<file path="config.mk">
export PLATFORM = sky130hd
export DESIGN_NAME = scsr_top
export DESIGN_NICKNAME = d
export VERILOG_FILES = /design/src/scsr_pkg.sv /design/src/scsr_top.sv /design/src/scsr_tick.sv /design/src/scsr_sec_unit.sv
export SDC_FILE = /design/constraint.sdc
export NUM_CORES = 1
export LEC_CHECK = 0
export BUFFER_PORTS_ARGS = -buffer_cell sky130_fd_sc_hd__buf_2
export CORE_AREA = 2 2 124 126
export DETAILED_ROUTE_END_ITERATION = 8
export DIE_AREA = 0 0 126 128
export SLEW_MARGIN = 20
export SYNTH_ARGS = -nofsm -noshare
export SYNTH_HDL_FRONTEND = slang
export SYNTH_SLANG_ARGS = --single-unit
</file>
<file path="constraint.sdc">
create_clock -name ref_clk_in -period 3.4 [get_ports ref_clk_in]
set_input_delay 0.34 -clock ref_clk_in [delete_from_list [all_inputs] [get_ports ref_clk_in]]
set_output_delay 0.34 -clock ref_clk_in [all_outputs]
set_load 0.02 [all_outputs]
</file>
<file path="src/scsr_pkg.sv">
// Constants and carrier types for the system control status registers.
// Assumes one 200 MHz clock and programmed I/O requests of one cycle.
package scsr_pkg;
	// ************************************************
	// Addresses and commands
	// ************************************************
	localparam logic [7:0] ADDR_BASIC = 8'h08;
	localparam logic [7:0] ADDR_ERR = 8'h0C;
	localparam logic [7:0] ADDR_SEC_BASE = 8'h10;
	localparam int NUM_SEC = 4;
	typedef enum logic [2:0] {
		CMD_READ = 3'b000,
		CMD_WRITE = 3'b001,
		CMD_SET = 3'b010,
		CMD_RESET = 3'b011
	} scsr_cmd_t;
	typedef struct packed {
		logic valid;
		scsr_cmd_t cmd;
		logic [7:0] addr;
		logic [15:0] data;
		logic cmd_perr;
		logic wr_perr;
		logic rd_perr;
		logic halt;
	} scsr_pio_req_t;
	// ************************************************
	// Field positions and implemented-bit masks
	// ************************************************
	localparam int BS_POR = 3;
	localparam int BS_PSEL = 7;
	localparam int BS_TINT = 8;
	localparam int BS_TEN = 9;
	localparam int BS_EXPPWR = 11;
	localparam int BS_EQCHK = 13;
	localparam int BS_IEN = 14;
	localparam int BS_IREQ = 15;
	localparam int EI_PRIO = 1;
	localparam int EI_RDCHK = 4;
	localparam int EI_TCHK = 8;
	localparam int EI_WRCHK = 9;
	localparam int EI_SECCHK = 11;
	localparam int EI_ADCHK = 13;
	localparam int SU_GRP = 0;
	localparam int SU_ERR = 2;
	localparam int SU_EN = 3;
	localparam logic [15:0] BASIC_MASK = 16'hEB88;
	localparam logic [15:0] ERR_MASK = 16'h2B12;
	localparam logic [7:0] SEC_MASK = 8'h0D;
	localparam logic [15:0] BASIC_RESET = 16'h0008;
	localparam logic [15:0] ERR_RESET = 16'h0000;
	localparam logic [7:0] SEC_RESET = 8'h00;
	// ************************************************
	// Timing and storage routing
	// ************************************************
	localparam int TIMER_MS = 100;
	localparam int CLK_KHZ = 200000;
	localparam int TICK_CYCLES = TIMER_MS * CLK_KHZ;
	localparam logic [15:0] ROM_LIMIT = 16'h1000;
	localparam logic [1:0] PRIO_HIGH = 2'h0;
	localparam logic [1:0] PRIO_LOW = 2'h3;
	// Write, set or reset-under-mask applied to a register value
	function automatic logic [15:0] apply_cmd(input logic [15:0] cur, input scsr_cmd_t cmd,
		input logic [15:0] data);
		case (cmd)
			CMD_WRITE: apply_cmd = data;
			CMD_SET: apply_cmd = cur | data;
			CMD_RESET: apply_cmd = cur & ~data;
			default: apply_cmd = cur;
		endcase
	endfunction
endpackage

</file>
<file path="src/scsr_top.sv">
// System control status registers: basic status, error information and
// per-secondary-unit status, reached by programmed I/O requests.
// Assumes requests last one cycle and are synchronous to ref_clk_in.
//
// Contract
// - Power-on reset sets power-restored flag
// - Bit 7 on sends all accesses to processor storage
// - Bit 7 off: fetch/read below 4K from ROM
// - Timer enable or 100 ms tick sets bit 8
// - Only program sets bit 9; rise sets 8
// - Expansion power loss sets bit 11, and 15
// - Halt on 08 or panels sets bit 13
// - Bit 14 gates interrupt; program-only set
// - Bits 8, 9, 11 set request bit 15
// - Error bit 1 selects level 0, else 3
// - Read parity fault sets error bit 4
// - Missed 100 ms interrupt sets timer check
// - Write or command parity sets bit 9
// - Secondary error sets error bit 11
// - Faults on address 0C set error bit 13
// - Secondary bit 0 grants device access
// - Secondary error events set its bit 2
// - Secondary bit 2 blocks transfers, propagates up
// - Secondary bit 3 off allows writes only
`timescale 1ns/1ps
`default_nettype none
module scsr_top import scsr_pkg::*; #(
	parameter int TICK_LEN = TICK_CYCLES
) (
	// Clock and reset
	input wire logic ref_clk_in,
	input wire logic nrst_in,
	// Programmed I/O
	input wire scsr_pio_req_t pio_in,
	output logic pio_ack_out,
	output logic pio_refused_out,
	output logic [15:0] pio_rdata_out,
	// Hardware events
	input wire logic sys_reset_in,
	input wire logic exp_power_lost_in,
	input wire logic panel_halt_in,
	input wire logic panel_rd_perr_in,
	input wire logic panel_wr_perr_in,
	input wire logic [NUM_SEC-1:0] sec_array_perr_in,
	// Storage access routing
	input wire logic mem_req_in,
	input wire logic mem_write_in,
	input wire logic [15:0] mem_addr_in,
	output logic mem_valid_out,
	output logic mem_rom_sel_out,
	// Status and interrupt
	output logic irq_out,
	output logic [1:0] prio_level_out,
	output logic [15:0] basic_status_out,
	output logic [15:0] error_information_out,
	output logic [NUM_SEC-1:0] sec_group_enable_out
);
	// ************************************************
	// Reset release
	// ************************************************
	logic rst_meta;
	logic rst_n;
	always_ff @(posedge ref_clk_in or negedge nrst_in) begin
		if (!nrst_in) begin
			rst_meta <= 1'b0;
			rst_n <= 1'b0;
		end else begin
			rst_meta <= 1'b1;
			rst_n <= rst_meta;
		end
	end

	// ************************************************
	// Decode
	// ************************************************
	logic [15:0] basic_status;
	logic [15:0] error_information;
	logic [7:0] sec_status [NUM_SEC];
	logic [NUM_SEC-1:0] sec_ok;
	logic [NUM_SEC-1:0] sec_hit;
	logic tick;
	wire logic is_read = pio_in.cmd == CMD_READ;
	wire logic hit_basic = pio_in.valid && pio_in.addr == ADDR_BASIC;
	wire logic hit_err = pio_in.valid && pio_in.addr == ADDR_ERR;
	wire logic any_sec = |sec_hit;
	wire logic cmd_bad = pio_in.cmd_perr || pio_in.cmd > CMD_RESET;
	wire logic rd_fault = is_read && pio_in.rd_perr;
	wire logic wr_fault = pio_in.cmd_perr || (!is_read && pio_in.wr_perr);
	wire logic prog_basic = hit_basic && !cmd_bad && !wr_fault && !is_read;
	wire logic prog_err = hit_err && !cmd_bad && !wr_fault && !is_read;

	// ************************************************
	// Secondary units
	// ************************************************
	genvar gi;
	generate
		for (gi = 0; gi < NUM_SEC; gi++) begin : g_sec
			assign sec_hit[gi] = pio_in.valid && pio_in.addr == ADDR_SEC_BASE + 8'(gi);
			scsr_sec_unit u_sec (
				.clk_in(ref_clk_in),
				.rst_n_in(rst_n),
				.acc_in(sec_hit[gi]),
				.req_in(pio_in),
				.array_perr_in(sec_array_perr_in[gi]),
				.status_out(sec_status[gi]),
				.ok_out(sec_ok[gi])
			);
		end
	endgenerate
	logic [NUM_SEC-1:0] sec_err_on;
	logic [NUM_SEC-1:0] sec_grp_on;
	logic [7:0] sec_rd;
	always_comb begin
		sec_rd = 8'h00;
		for (int i = 0; i < NUM_SEC; i++) begin
			sec_err_on[i] = sec_status[i][SU_ERR];
			sec_grp_on[i] = sec_status[i][SU_GRP];
			if (sec_hit[i]) begin
				sec_rd = sec_status[i];
			end
		end
	end

	// ************************************************
	// Basic status
	// ************************************************
	wire logic [15:0] basic_prog = apply_cmd(basic_status, pio_in.cmd, pio_in.data) & BASIC_MASK;
	wire logic [15:0] basic_base = prog_basic ? basic_prog : basic_status;
	// Bit 9 only rises by program write; that rise raises bit 8
	wire logic ten_rise = prog_basic && basic_prog[BS_TEN] && !basic_status[BS_TEN];
	wire logic set_tint = ten_rise || (tick && basic_status[BS_TEN]);
	wire logic set_eq = panel_halt_in || (hit_basic && (pio_in.halt || rd_fault
		|| wr_fault));
	wire logic prog_req = prog_basic && ((basic_prog[BS_TINT] && !basic_status[BS_TINT])
		|| (basic_prog[BS_EXPPWR] && !basic_status[BS_EXPPWR]));
	wire logic set_req = set_tint || ten_rise || exp_power_lost_in || prog_req;
	wire logic [15:0] basic_hwclr = sys_reset_in ? 16'(1 << BS_PSEL) | 16'(1 << BS_TEN)
		| 16'(1 << BS_EQCHK) | 16'(1 << BS_IEN) | 16'(1 << BS_IREQ) : 16'h0000;
	wire logic [15:0] basic_hwset = (set_tint ? 16'(1 << BS_TINT) : 16'h0000)
		| (exp_power_lost_in ? 16'(1 << BS_EXPPWR) : 16'h0000)
		| (set_eq ? 16'(1 << BS_EQCHK) : 16'h0000)
		| (set_req ? 16'(1 << BS_IREQ) : 16'h0000);
	// Hardware sets win over any clear in the same cycle
	wire logic [15:0] next_basic = (basic_base & ~basic_hwclr) | basic_hwset;

	// ************************************************
	// Error information
	// ************************************************
	wire logic [15:0] err_prog = apply_cmd(error_information, pio_in.cmd, pio_in.data) & ERR_MASK;
	wire logic [15:0] err_base = prog_err ? err_prog : error_information;
	wire logic any_map = hit_basic || hit_err;
	wire logic set_rdchk = panel_rd_perr_in || (any_map && rd_fault);
	wire logic set_wrchk = panel_wr_perr_in || (any_map && wr_fault);
	// A tick that finds the previous interrupt still pending was missed
	wire logic set_tchk = tick && basic_status[BS_TEN] && basic_status[BS_TINT];
	wire logic set_secchk = |sec_err_on;
	wire logic set_adchk = hit_err && (pio_in.halt || rd_fault || wr_fault);
	wire logic [15:0] err_hwclr = sys_reset_in ? 16'(1 << EI_PRIO) | 16'(1 << EI_TCHK)
		| 16'(1 << EI_WRCHK) | 16'(1 << EI_ADCHK) : 16'h0000;
	wire logic [15:0] err_hwset = (set_rdchk ? 16'(1 << EI_RDCHK) : 16'h0000)
		| (set_tchk ? 16'(1 << EI_TCHK) : 16'h0000)
		| (set_wrchk ? 16'(1 << EI_WRCHK) : 16'h0000)
		| (set_secchk ? 16'(1 << EI_SECCHK) : 16'h0000)
		| (set_adchk ? 16'(1 << EI_ADCHK) : 16'h0000);
	wire logic [15:0] next_err = (err_base & ~err_hwclr) | err_hwset;

	// ************************************************
	// Answers, routing and status outputs
	// ************************************************
	wire logic refused = pio_in.valid && !((any_map && !cmd_bad && !wr_fault && !rd_fault)
		|| |sec_ok);
	wire logic [15:0] next_rdata = !(is_read && pio_in.valid) ? 16'h0000
		: hit_basic ? basic_status : hit_err ? error_information
		: |sec_ok ? {8'h00, sec_rd} : 16'h0000;
	wire logic rom_sel = mem_req_in && !basic_status[BS_PSEL] && !mem_write_in
		&& mem_addr_in < ROM_LIMIT;
	wire logic [1:0] next_prio = error_information[EI_PRIO] ? PRIO_HIGH : PRIO_LOW;

	always_ff @(posedge ref_clk_in or negedge rst_n) begin
		if (!rst_n) begin
			basic_status <= BASIC_RESET;
			error_information <= ERR_RESET;
		end else begin
			basic_status <= next_basic;
			error_information <= next_err;
		end
	end

	always_ff @(posedge ref_clk_in or negedge rst_n) begin
		if (!rst_n) begin
			pio_ack_out <= 1'b0;
			pio_refused_out <= 1'b0;
			pio_rdata_out <= 16'h0000;
			mem_valid_out <= 1'b0;
			mem_rom_sel_out <= 1'b0;
		end else begin
			pio_ack_out <= pio_in.valid;
			pio_refused_out <= refused;
			pio_rdata_out <= next_rdata;
			mem_valid_out <= mem_req_in;
			mem_rom_sel_out <= rom_sel;
		end
	end

	always_ff @(posedge ref_clk_in or negedge rst_n) begin
		if (!rst_n) begin
			irq_out <= 1'b0;
			prio_level_out <= PRIO_LOW;
			basic_status_out <= BASIC_RESET;
			error_information_out <= ERR_RESET;
			sec_group_enable_out <= '0;
		end else begin
			irq_out <= next_basic[BS_IREQ] && next_basic[BS_IEN];
			prio_level_out <= next_prio;
			basic_status_out <= next_basic;
			error_information_out <= next_err;
			sec_group_enable_out <= sec_grp_on;
		end
	end

	scsr_tick #(
		.CYCLES(TICK_LEN)
	) u_tick (
		.clk_in(ref_clk_in),
		.rst_n_in(rst_n),
		.run_in(basic_status[BS_TEN]),
		.tick_out(tick)
	);
endmodule
`default_nettype wire

</file>
<file path="src/scsr_tick.sv">
// 100 ms interval generator for the clocked interrupt.
// Assumes an asynchronous active-low reset already released cleanly.
`timescale 1ns/1ps
`default_nettype none
module scsr_tick import scsr_pkg::*; #(
	parameter int CYCLES = TICK_CYCLES
) (
	// Clock and reset
	input wire logic clk_in,
	input wire logic rst_n_in,
	// Control and tick
	input wire logic run_in,
	output logic tick_out
);
	logic [31:0] count;
	wire logic last = (count == 32'(CYCLES - 1));
	// Restarts whenever the timer is disabled, so intervals count from enable
	always_ff @(posedge clk_in or negedge rst_n_in) begin
		if (!rst_n_in) begin
			count <= '0;
			tick_out <= 1'b0;
		end else begin
			count <= (!run_in || last) ? '0 : count + 32'h0000_0001;
			tick_out <= run_in && last;
		end
	end
endmodule
`default_nettype wire

</file>
<file path="src/scsr_sec_unit.sv">
// Status register of one secondary control unit.
// Assumes the caller presents one decoded access pulse per request.
`timescale 1ns/1ps
`default_nettype none
module scsr_sec_unit import scsr_pkg::*; (
	// Clock and reset
	input wire logic clk_in,
	input wire logic rst_n_in,
	// Access from the primary unit
	input wire logic acc_in,
	input wire scsr_pio_req_t req_in,
	input wire logic array_perr_in,
	// State and verdict
	output logic [7:0] status_out,
	output logic ok_out
);
	wire logic invalid = req_in.cmd > CMD_RESET;
	wire logic is_read = req_in.cmd == CMD_READ;
	wire logic err_evt = array_perr_in || (acc_in && (req_in.cmd_perr || invalid
		|| (!is_read && req_in.wr_perr) || req_in.halt));
	// Blocked while in error, except the reset that clears it; reads need enable
	assign ok_out = acc_in && !err_evt && (status_out[SU_ERR] ? req_in.cmd == CMD_RESET
		: (!is_read || status_out[SU_EN]));
	wire logic [15:0] upd = apply_cmd({8'h00, status_out}, req_in.cmd, req_in.data);
	wire logic [7:0] next_status = ((ok_out ? upd[7:0] : status_out) & SEC_MASK)
		| (err_evt ? 8'(1 << SU_ERR) : 8'h00);
	always_ff @(posedge clk_in or negedge rst_n_in) begin
		if (!rst_n_in) begin
			status_out <= SEC_RESET;
		end else begin
			status_out <= next_status;
		end
	end
endmodule
`default_nettype wire

</file>
; ---- Word-level counts from Yosys, hierarchy flattened
; Cells that the tools add are included.
; W data, S select, Z words.
[op_classes]
n_mul = 0
n_eq_ne = 10
n_reduce_logical = 89
magnitude_cmp = 2
shift = 0
muxes = 41
n_div = 0
add_sub_neg = 1
bitwise = 30
[op_table]
columns = cell, n
row1 = $mux W16, 7
row2 = $and A16 B16 Y16, 3
row3 = $pmux W16 S3, 1
row4 = $pmux W4 S3, 4
row5 = $logic_and A1 B1 Y1, 47
row6 = $mux W14, 3
row7 = $pmux W14 S3, 1
row8 = $mux W8, 5
row9 = $add A32 B1 Y32 const B, 1
row10 = $eq A32 B25 Y1 const B, 1
row11 = $eq A8 B5 Y1 const B, 4
row12 = $mux W32, 1
row13 = $not A16 Y16, 2
row14 = $or A16 B16 Y16, 2
row15 = $or A4 B8 Y8, 4
row16 = $or A12 B14 Y14, 2
row17 = $logic_or A1 B1 Y1, 25
row18 = $mux W12, 2
row19 = $mux W9, 2
row20 = $and A4 B4 Y4, 4
row21 = $eq A8 B4 Y1 const B, 2
row22 = $lt A16 B13 Y1 const B, 1
row23 = $mux W4, 4
row24 = $not A14 Y16, 1
row25 = other kinds (20), 44
[word_totals]
input_bits = 61
ramBits = 0
out_inout_bits = 59
memories = 0
latchBits = 0
elab_cells = 191
rom_bits = 0
reg_bits = 126

; ---- Depth between registers and ports, before layout
[depth]
word_depth = 17
ltp_mapped = 8
mapped_depth_nobuf = 6

; ---- By module
; A second synthesis with hierarchy kept.
[unflattened]
hier_cells = 614
hier_area_um2 = 5529.1
[modules_own_cells]
columns = module, cells_per_inst, n_inst, seq_area_each_um2, area_each_um2
row1 = scsr_top, 261, 1, 1003.5, 2393.5
row2 = scsr_tick, 193, 1, 825.8, 1764.2
row3 = scsr_sec_unit, 40, 4, 75.1, 342.8

; ---- Least setup slack after synthesis
; Ideal clock, no wire load.
[synth_timing]
path_type = input -> register
startpoint = input port pio_in[25] in the netlist's numbering
endpoint = register pio_rdata_out[0]
slack_ps = 1437
setup_time_ps = 121
required_ps = 3279
arrival_time_ps = 1842
stages = 4
n_path_buf = 0
path_cell_list = or4b_4 -> or3_1 -> mux4_2 -> and4b_1
[synth_between]
elab_chain_cells = 12
elab_cells_between_ends = 41
classes_between = 6 x eq/ne / 8 x mux / 27 x reduce/logical
[synth_rtl]
columns = element, line_no
row1 = from (decl), scsr_top.sv:34  ; input wire scsr_pio_req_t pio_in,
row2 = $eq A8 B5 Y1, scsr_top.sv:98  ; assign sec_hit[gi] = pio_in.valid && pio_in.addr == ADDR_SEC_BASE + 8'(gi);
row3 = $logic_and A1 B1 Y1, scsr_top.sv:98
row4 = $logic_and A1 B1 Y1, scsr_sec_unit.sv:19  ; wire logic err_evt = array_perr_in || (acc_in && (req_in.cmd_perr || invalid
row5 = $logic_or A1 B1 Y1, scsr_sec_unit.sv:19
row6 = $logic_not A1 Y1, scsr_sec_unit.sv:22  ; assign ok_out = acc_in && !err_evt && (status_out[SU_ERR] ? req_in.cmd == CMD_RESET
row7 = $logic_and A1 B1 Y1 (2 in a row), scsr_sec_unit.sv:22
row8 = $reduce_or A4 Y1, scsr_top.sv:174  ; : |sec_ok ? {8'h00, sec_rd} : 16'h0000;
row9 = $mux W8, scsr_top.sv:174
row10 = $mux W16, scsr_top.sv:173  ; : hit_basic ? basic_status : hit_err ? error_information
row11 = $mux W16 *, scsr_top.sv:173
row12 = $mux W16 *, scsr_top.sv:172  ; wire logic [15:0] next_rdata = !(is_read && pio_in.valid) ? 16'h0000
row13 = net next_rdata[0], scsr_top.sv:172
row14 = to (signal assigned), scsr_top.sv:199  ; pio_rdata_out <= next_rdata;
row15 = to (decl), scsr_top.sv:37  ; output logic [15:0] pio_rdata_out,
; The timed path passes the listed nets; every way through them passes the cells marked *.

; ---- Worst setup path in the final report
[layout_timing]
startpoint = register u_tick.count[0]
endpoint = register u_tick.count[26]
[layout_between]
elab_chain_cells = 3
elab_cells_between_ends = 4
classes_between = 1 x add/sub / 1 x eq/ne / 1 x mux / 1 x reduce/logical
[layout_rtl]
columns = element, line_no
row1 = from (decl), scsr_tick.sv:15  ; logic [31:0] count;
row2 = from (signal assigned), scsr_tick.sv:23  ; count <= (!run_in || last) ? '0 : count + 32'h0000_0001;
row3 = branches (longest 2 deep; another with $add A32 B1 Y32), -
row4 = $mux W32 *, scsr_tick.sv:23
; Mark *: on every way between the ends.

==> summary.md <==
| Metric | Value |
|---|---|
| Outcome | finished, final reports clean |
| DR vias | 4134 |
| Dpl hpwl | 9.22 mm |
| Cell variety after synth | 73 |
| First-pass GRT wire length | approximately 21 mm |
| Post-route ant nets | 0 |
| CTS buffer count | 9 |
| TritonCTS Sinks | 83 |
| Delay-heaviest family, CP | simple AND/OR/NAND/NOR gates |
| Crit path launch type | register |
| Routed vias/inst | between 5 and 6 |
| Layout Cells excl Fill | 779 |
| Layout cells sized above 1 | 21.0% |
| Post-Syn Area | 4760 µm² |
| YS warnings | 0 |
| Layout area overhead | 17.4% |
| Most frequent cell after synthesis | dfrtp_1 |
| Worst-path fanout max | 7 |
| RSZ-0062 raised after global routing | false |
| Setup Viol. Count Final | 0 |
| Max-cap violations | 0 |
| Nets@finish | 648 |
| Max clock buf depth | 2 |
| Worst vdd ir | 0.000290 V |
| Critical Path, Cell by Cell | ha_1 -> nand2_1 -> nor2_1 -> nand3_1 -> or4_1 -> a21oi_1 |
| Initial antenna violation count | 0 |
| Critical path endpoint category | register |
| Critical path's slowest cell | or4_1 |
| Commonest cells in the netlist | dfrtp_1 (81), nor2_1 (61), nand2_1 (28) |
| CTS Root Cell | clkbuf_16 |
| Setup_tns | 0 ns |
| DRT Pass-1 Iters | 5 |
| Fin. Hold Viols | 0 |
| Crit path required time | 3.66 ns |
| Vias in the first global route | 4082 |
| Initial Util | 32.0% |
| Slowest cell delay on critical path | 0.55 ns |
| RR Startpoint | u_tick.count[0] |
| Crit path DAT | ~2.6 ns |
| CTS tree | yes |
| Share of the synthesized area in the top cell type | 42.6% |
| Crit path kind | register to register |
| DIE HEIGHT | 128 µm |
| Placer Congestion | 0.902 |
| Worst Hold Class | input port to register |
| Seq cells post-synth | just over 80 |
| Max Slew Vio Count | 0 |
| Clock transition at the registers of the reported paths | 0.06 ns |
| Die width | 126 µm |
| Dominant cells by area after synthesis | dfrtp_1 (43%), nor2_1 (4.8%), buf_4 (3.9%) |
| Final wirelength | 12.6 mm |
| Dpl cells | 762 |
| Largest net degree at the start of global routing | 70 |
| Synth area leader | dfrtp_1 |
| Congestion Overflow GR | 0 |
| Pwr dens | 433 nW/µm² |
| Core footprint | around 15000 µm² |
| Fraction of the cycle the final worst path needs | 68.0% |
| Leakage | ~2.4 nW |
| Crit path launch | u_tick.count[0] |
| Row cnt | 45 |
| Slew HR | 39.1% |
| Clk_lat worst skew | 0.34 ns |
| # port buffers | 81 |
| Fmax achieved | 432 MHz |
| Min-delay src | mem_req_in |
| Post-Syn Instances | 515 |
| Minimum clock period | about 2.3 ns |
| Syn Area/Cell | between 9 and 10 µm² |
| Die area | 16100 µm² |
| WP buf/inv | 0 |
| Final Skew | 0.00823 ns |
| Iter 0 DRT Violations | 232 |
| Number of remaining DRC errors | 0 |
| Gr usage total | 15.8% |
| Diode count | 0 |
| H-tree depth | 3 |
| Seq/Total Area, Yosys | 43.7% |
| Post-synth ARST share | 100% |
| Least-Margin Pin Slew | 0.913 ns |
| Main synth FF type | dfrtp_1 |
| Total I/O pin count | 120 |
| Routed WL per cell | 16.2 µm |
| Post-synth EDFFs | 0 |
| Fillers | 1535 |
report_power, final:
part	leakage [nW]	total [mW]	internal (mW)	switching, mW
Sequential	1.06	1.05	1.01	0.0396
Combinational	1.15	0.219	0.0765	0.142
Clock	0.172	1.15	0.726	0.420
sequential cells by signal, summed over array words and instances (netlist names):
signal                  cells
irq_out                     1
pio_ack_out                 1
mem_valid_out               1
u_tick.count               32
prio_level_out              1
g_sec.u_sec.status_out     12
pio_rdata_out              12
rst_meta                    1
error_information_out       6
rst_n                       1
basic_status_out            8
u_tick.tick_out             1
mem_rom_sel_out             1
sec_group_enable_out        4
pio_refused_out             1
layout by cell type, fill, tap and decap left out, types with 5 or more instances in the layout:
cell and instances:
buf_4 5, dfrtp_1 80, nor2b_1 8, or4_1 6, nor2_1 61, or3_1 7, conb_1 24, nand3_1 26
nor4_1 8, mux2i_1 7, nand2_1 28, and2_1 12, nand2b_1 7, a21oi_1 27, nand4_1 21, o21ai_0 20
xor2_1 18, nor3_1 8, inv_1 16, buf_2 81, and3_1 8, clkbuf_16 9, xnor2_1 6
metrics by stage:
stage / area [µm²] / util, % / hold slack [ns] / power (mW) / worst slack, ns
floorplan: 4840 / - / 0.0444 / 1.22 / 0.921
global placement: 5230 / 35.2 / 0.126 / 1.29 / 0.956
detailed placement: 5230 / 35.2 / 0.126 / 1.29 / 0.918
CTS: 5590 / 37.6 / 0.122 / 2.44 / 1.11
global route: 5590 / 37.6 / 0.112 / 2.51 / 0.874
finish: 5590 / 37.6 / 0.130 / 2.42 / 1.09
cell families after synthesis:
family                     after synthesis  share of synthesized area (%)
AOI/OAI and AO/OA                      106                           15.4
xor gates and xnor gates                24                           4.42
and+or+nand+nor                        225                           26.6
other                                    2                          0.158
DFF                                     83                           43.7
adders and majority gates                1                          0.263
buffers and inverters                   66                           7.52
muxes                                    8                           1.94
what timing repair did:
item	4_1_cts	5_1_grt
endpoints found under the hold margin	2	0
resized for setup	0	0
hold buffers	1	0
buffers inserted	0	0
per-layer routing:
metal  wire length [µm]  up-vias  track usage, %  part of all wire (%)
met2               5650      153            23.9                    45
li1                   -     1972               -                     -
met1               6000     1993            22.5                    47
met4                206        0            5.95                   1.6
met5                  0        -               0                     0
met3                768       16            3.17                   6.1
layout make-up:
type / instances / area, µm² / share of cell area, %
clock inverters: 7 / 124 / 2.22
clock buffers: 9 / 225 / 4.03
repair buffers: 87 / 453 / 8.10
well taps: 188 / 235 / 4.21
inverters: 17 / 63.8 / 1.14
multi-input cells: 388 / 2410 / 43.0
flip-flops and latches: 83 / 2080 / 37.3
path summary, 6_finish.rpt:
kind | slack [ns] | to | cells after the start
max | 1.09 | u_tick.count[26] | 6
min | 0.13 | mem_valid_out | 1
max reg2reg | 1.09 | u_tick.count[26] | 6
min reg2reg | 0.35 | rst_n | 0
max in group asynchronous | 2.21 | sec_group_enable_out[1] | 1
min in group asynchronous | 0.33 | rst_n | 2
worst register-to-register path, stage by stage (launching register included):
cell and delay [ns]:
dfrtp_1 0.42, ha_1 0.24, nand2_1 0.09, nor2_1 0.46, nand3_1 0.34, or4_1 0.55, a21oi_1 0.16
No activity file was read; power rests on OpenSTA's default activity.
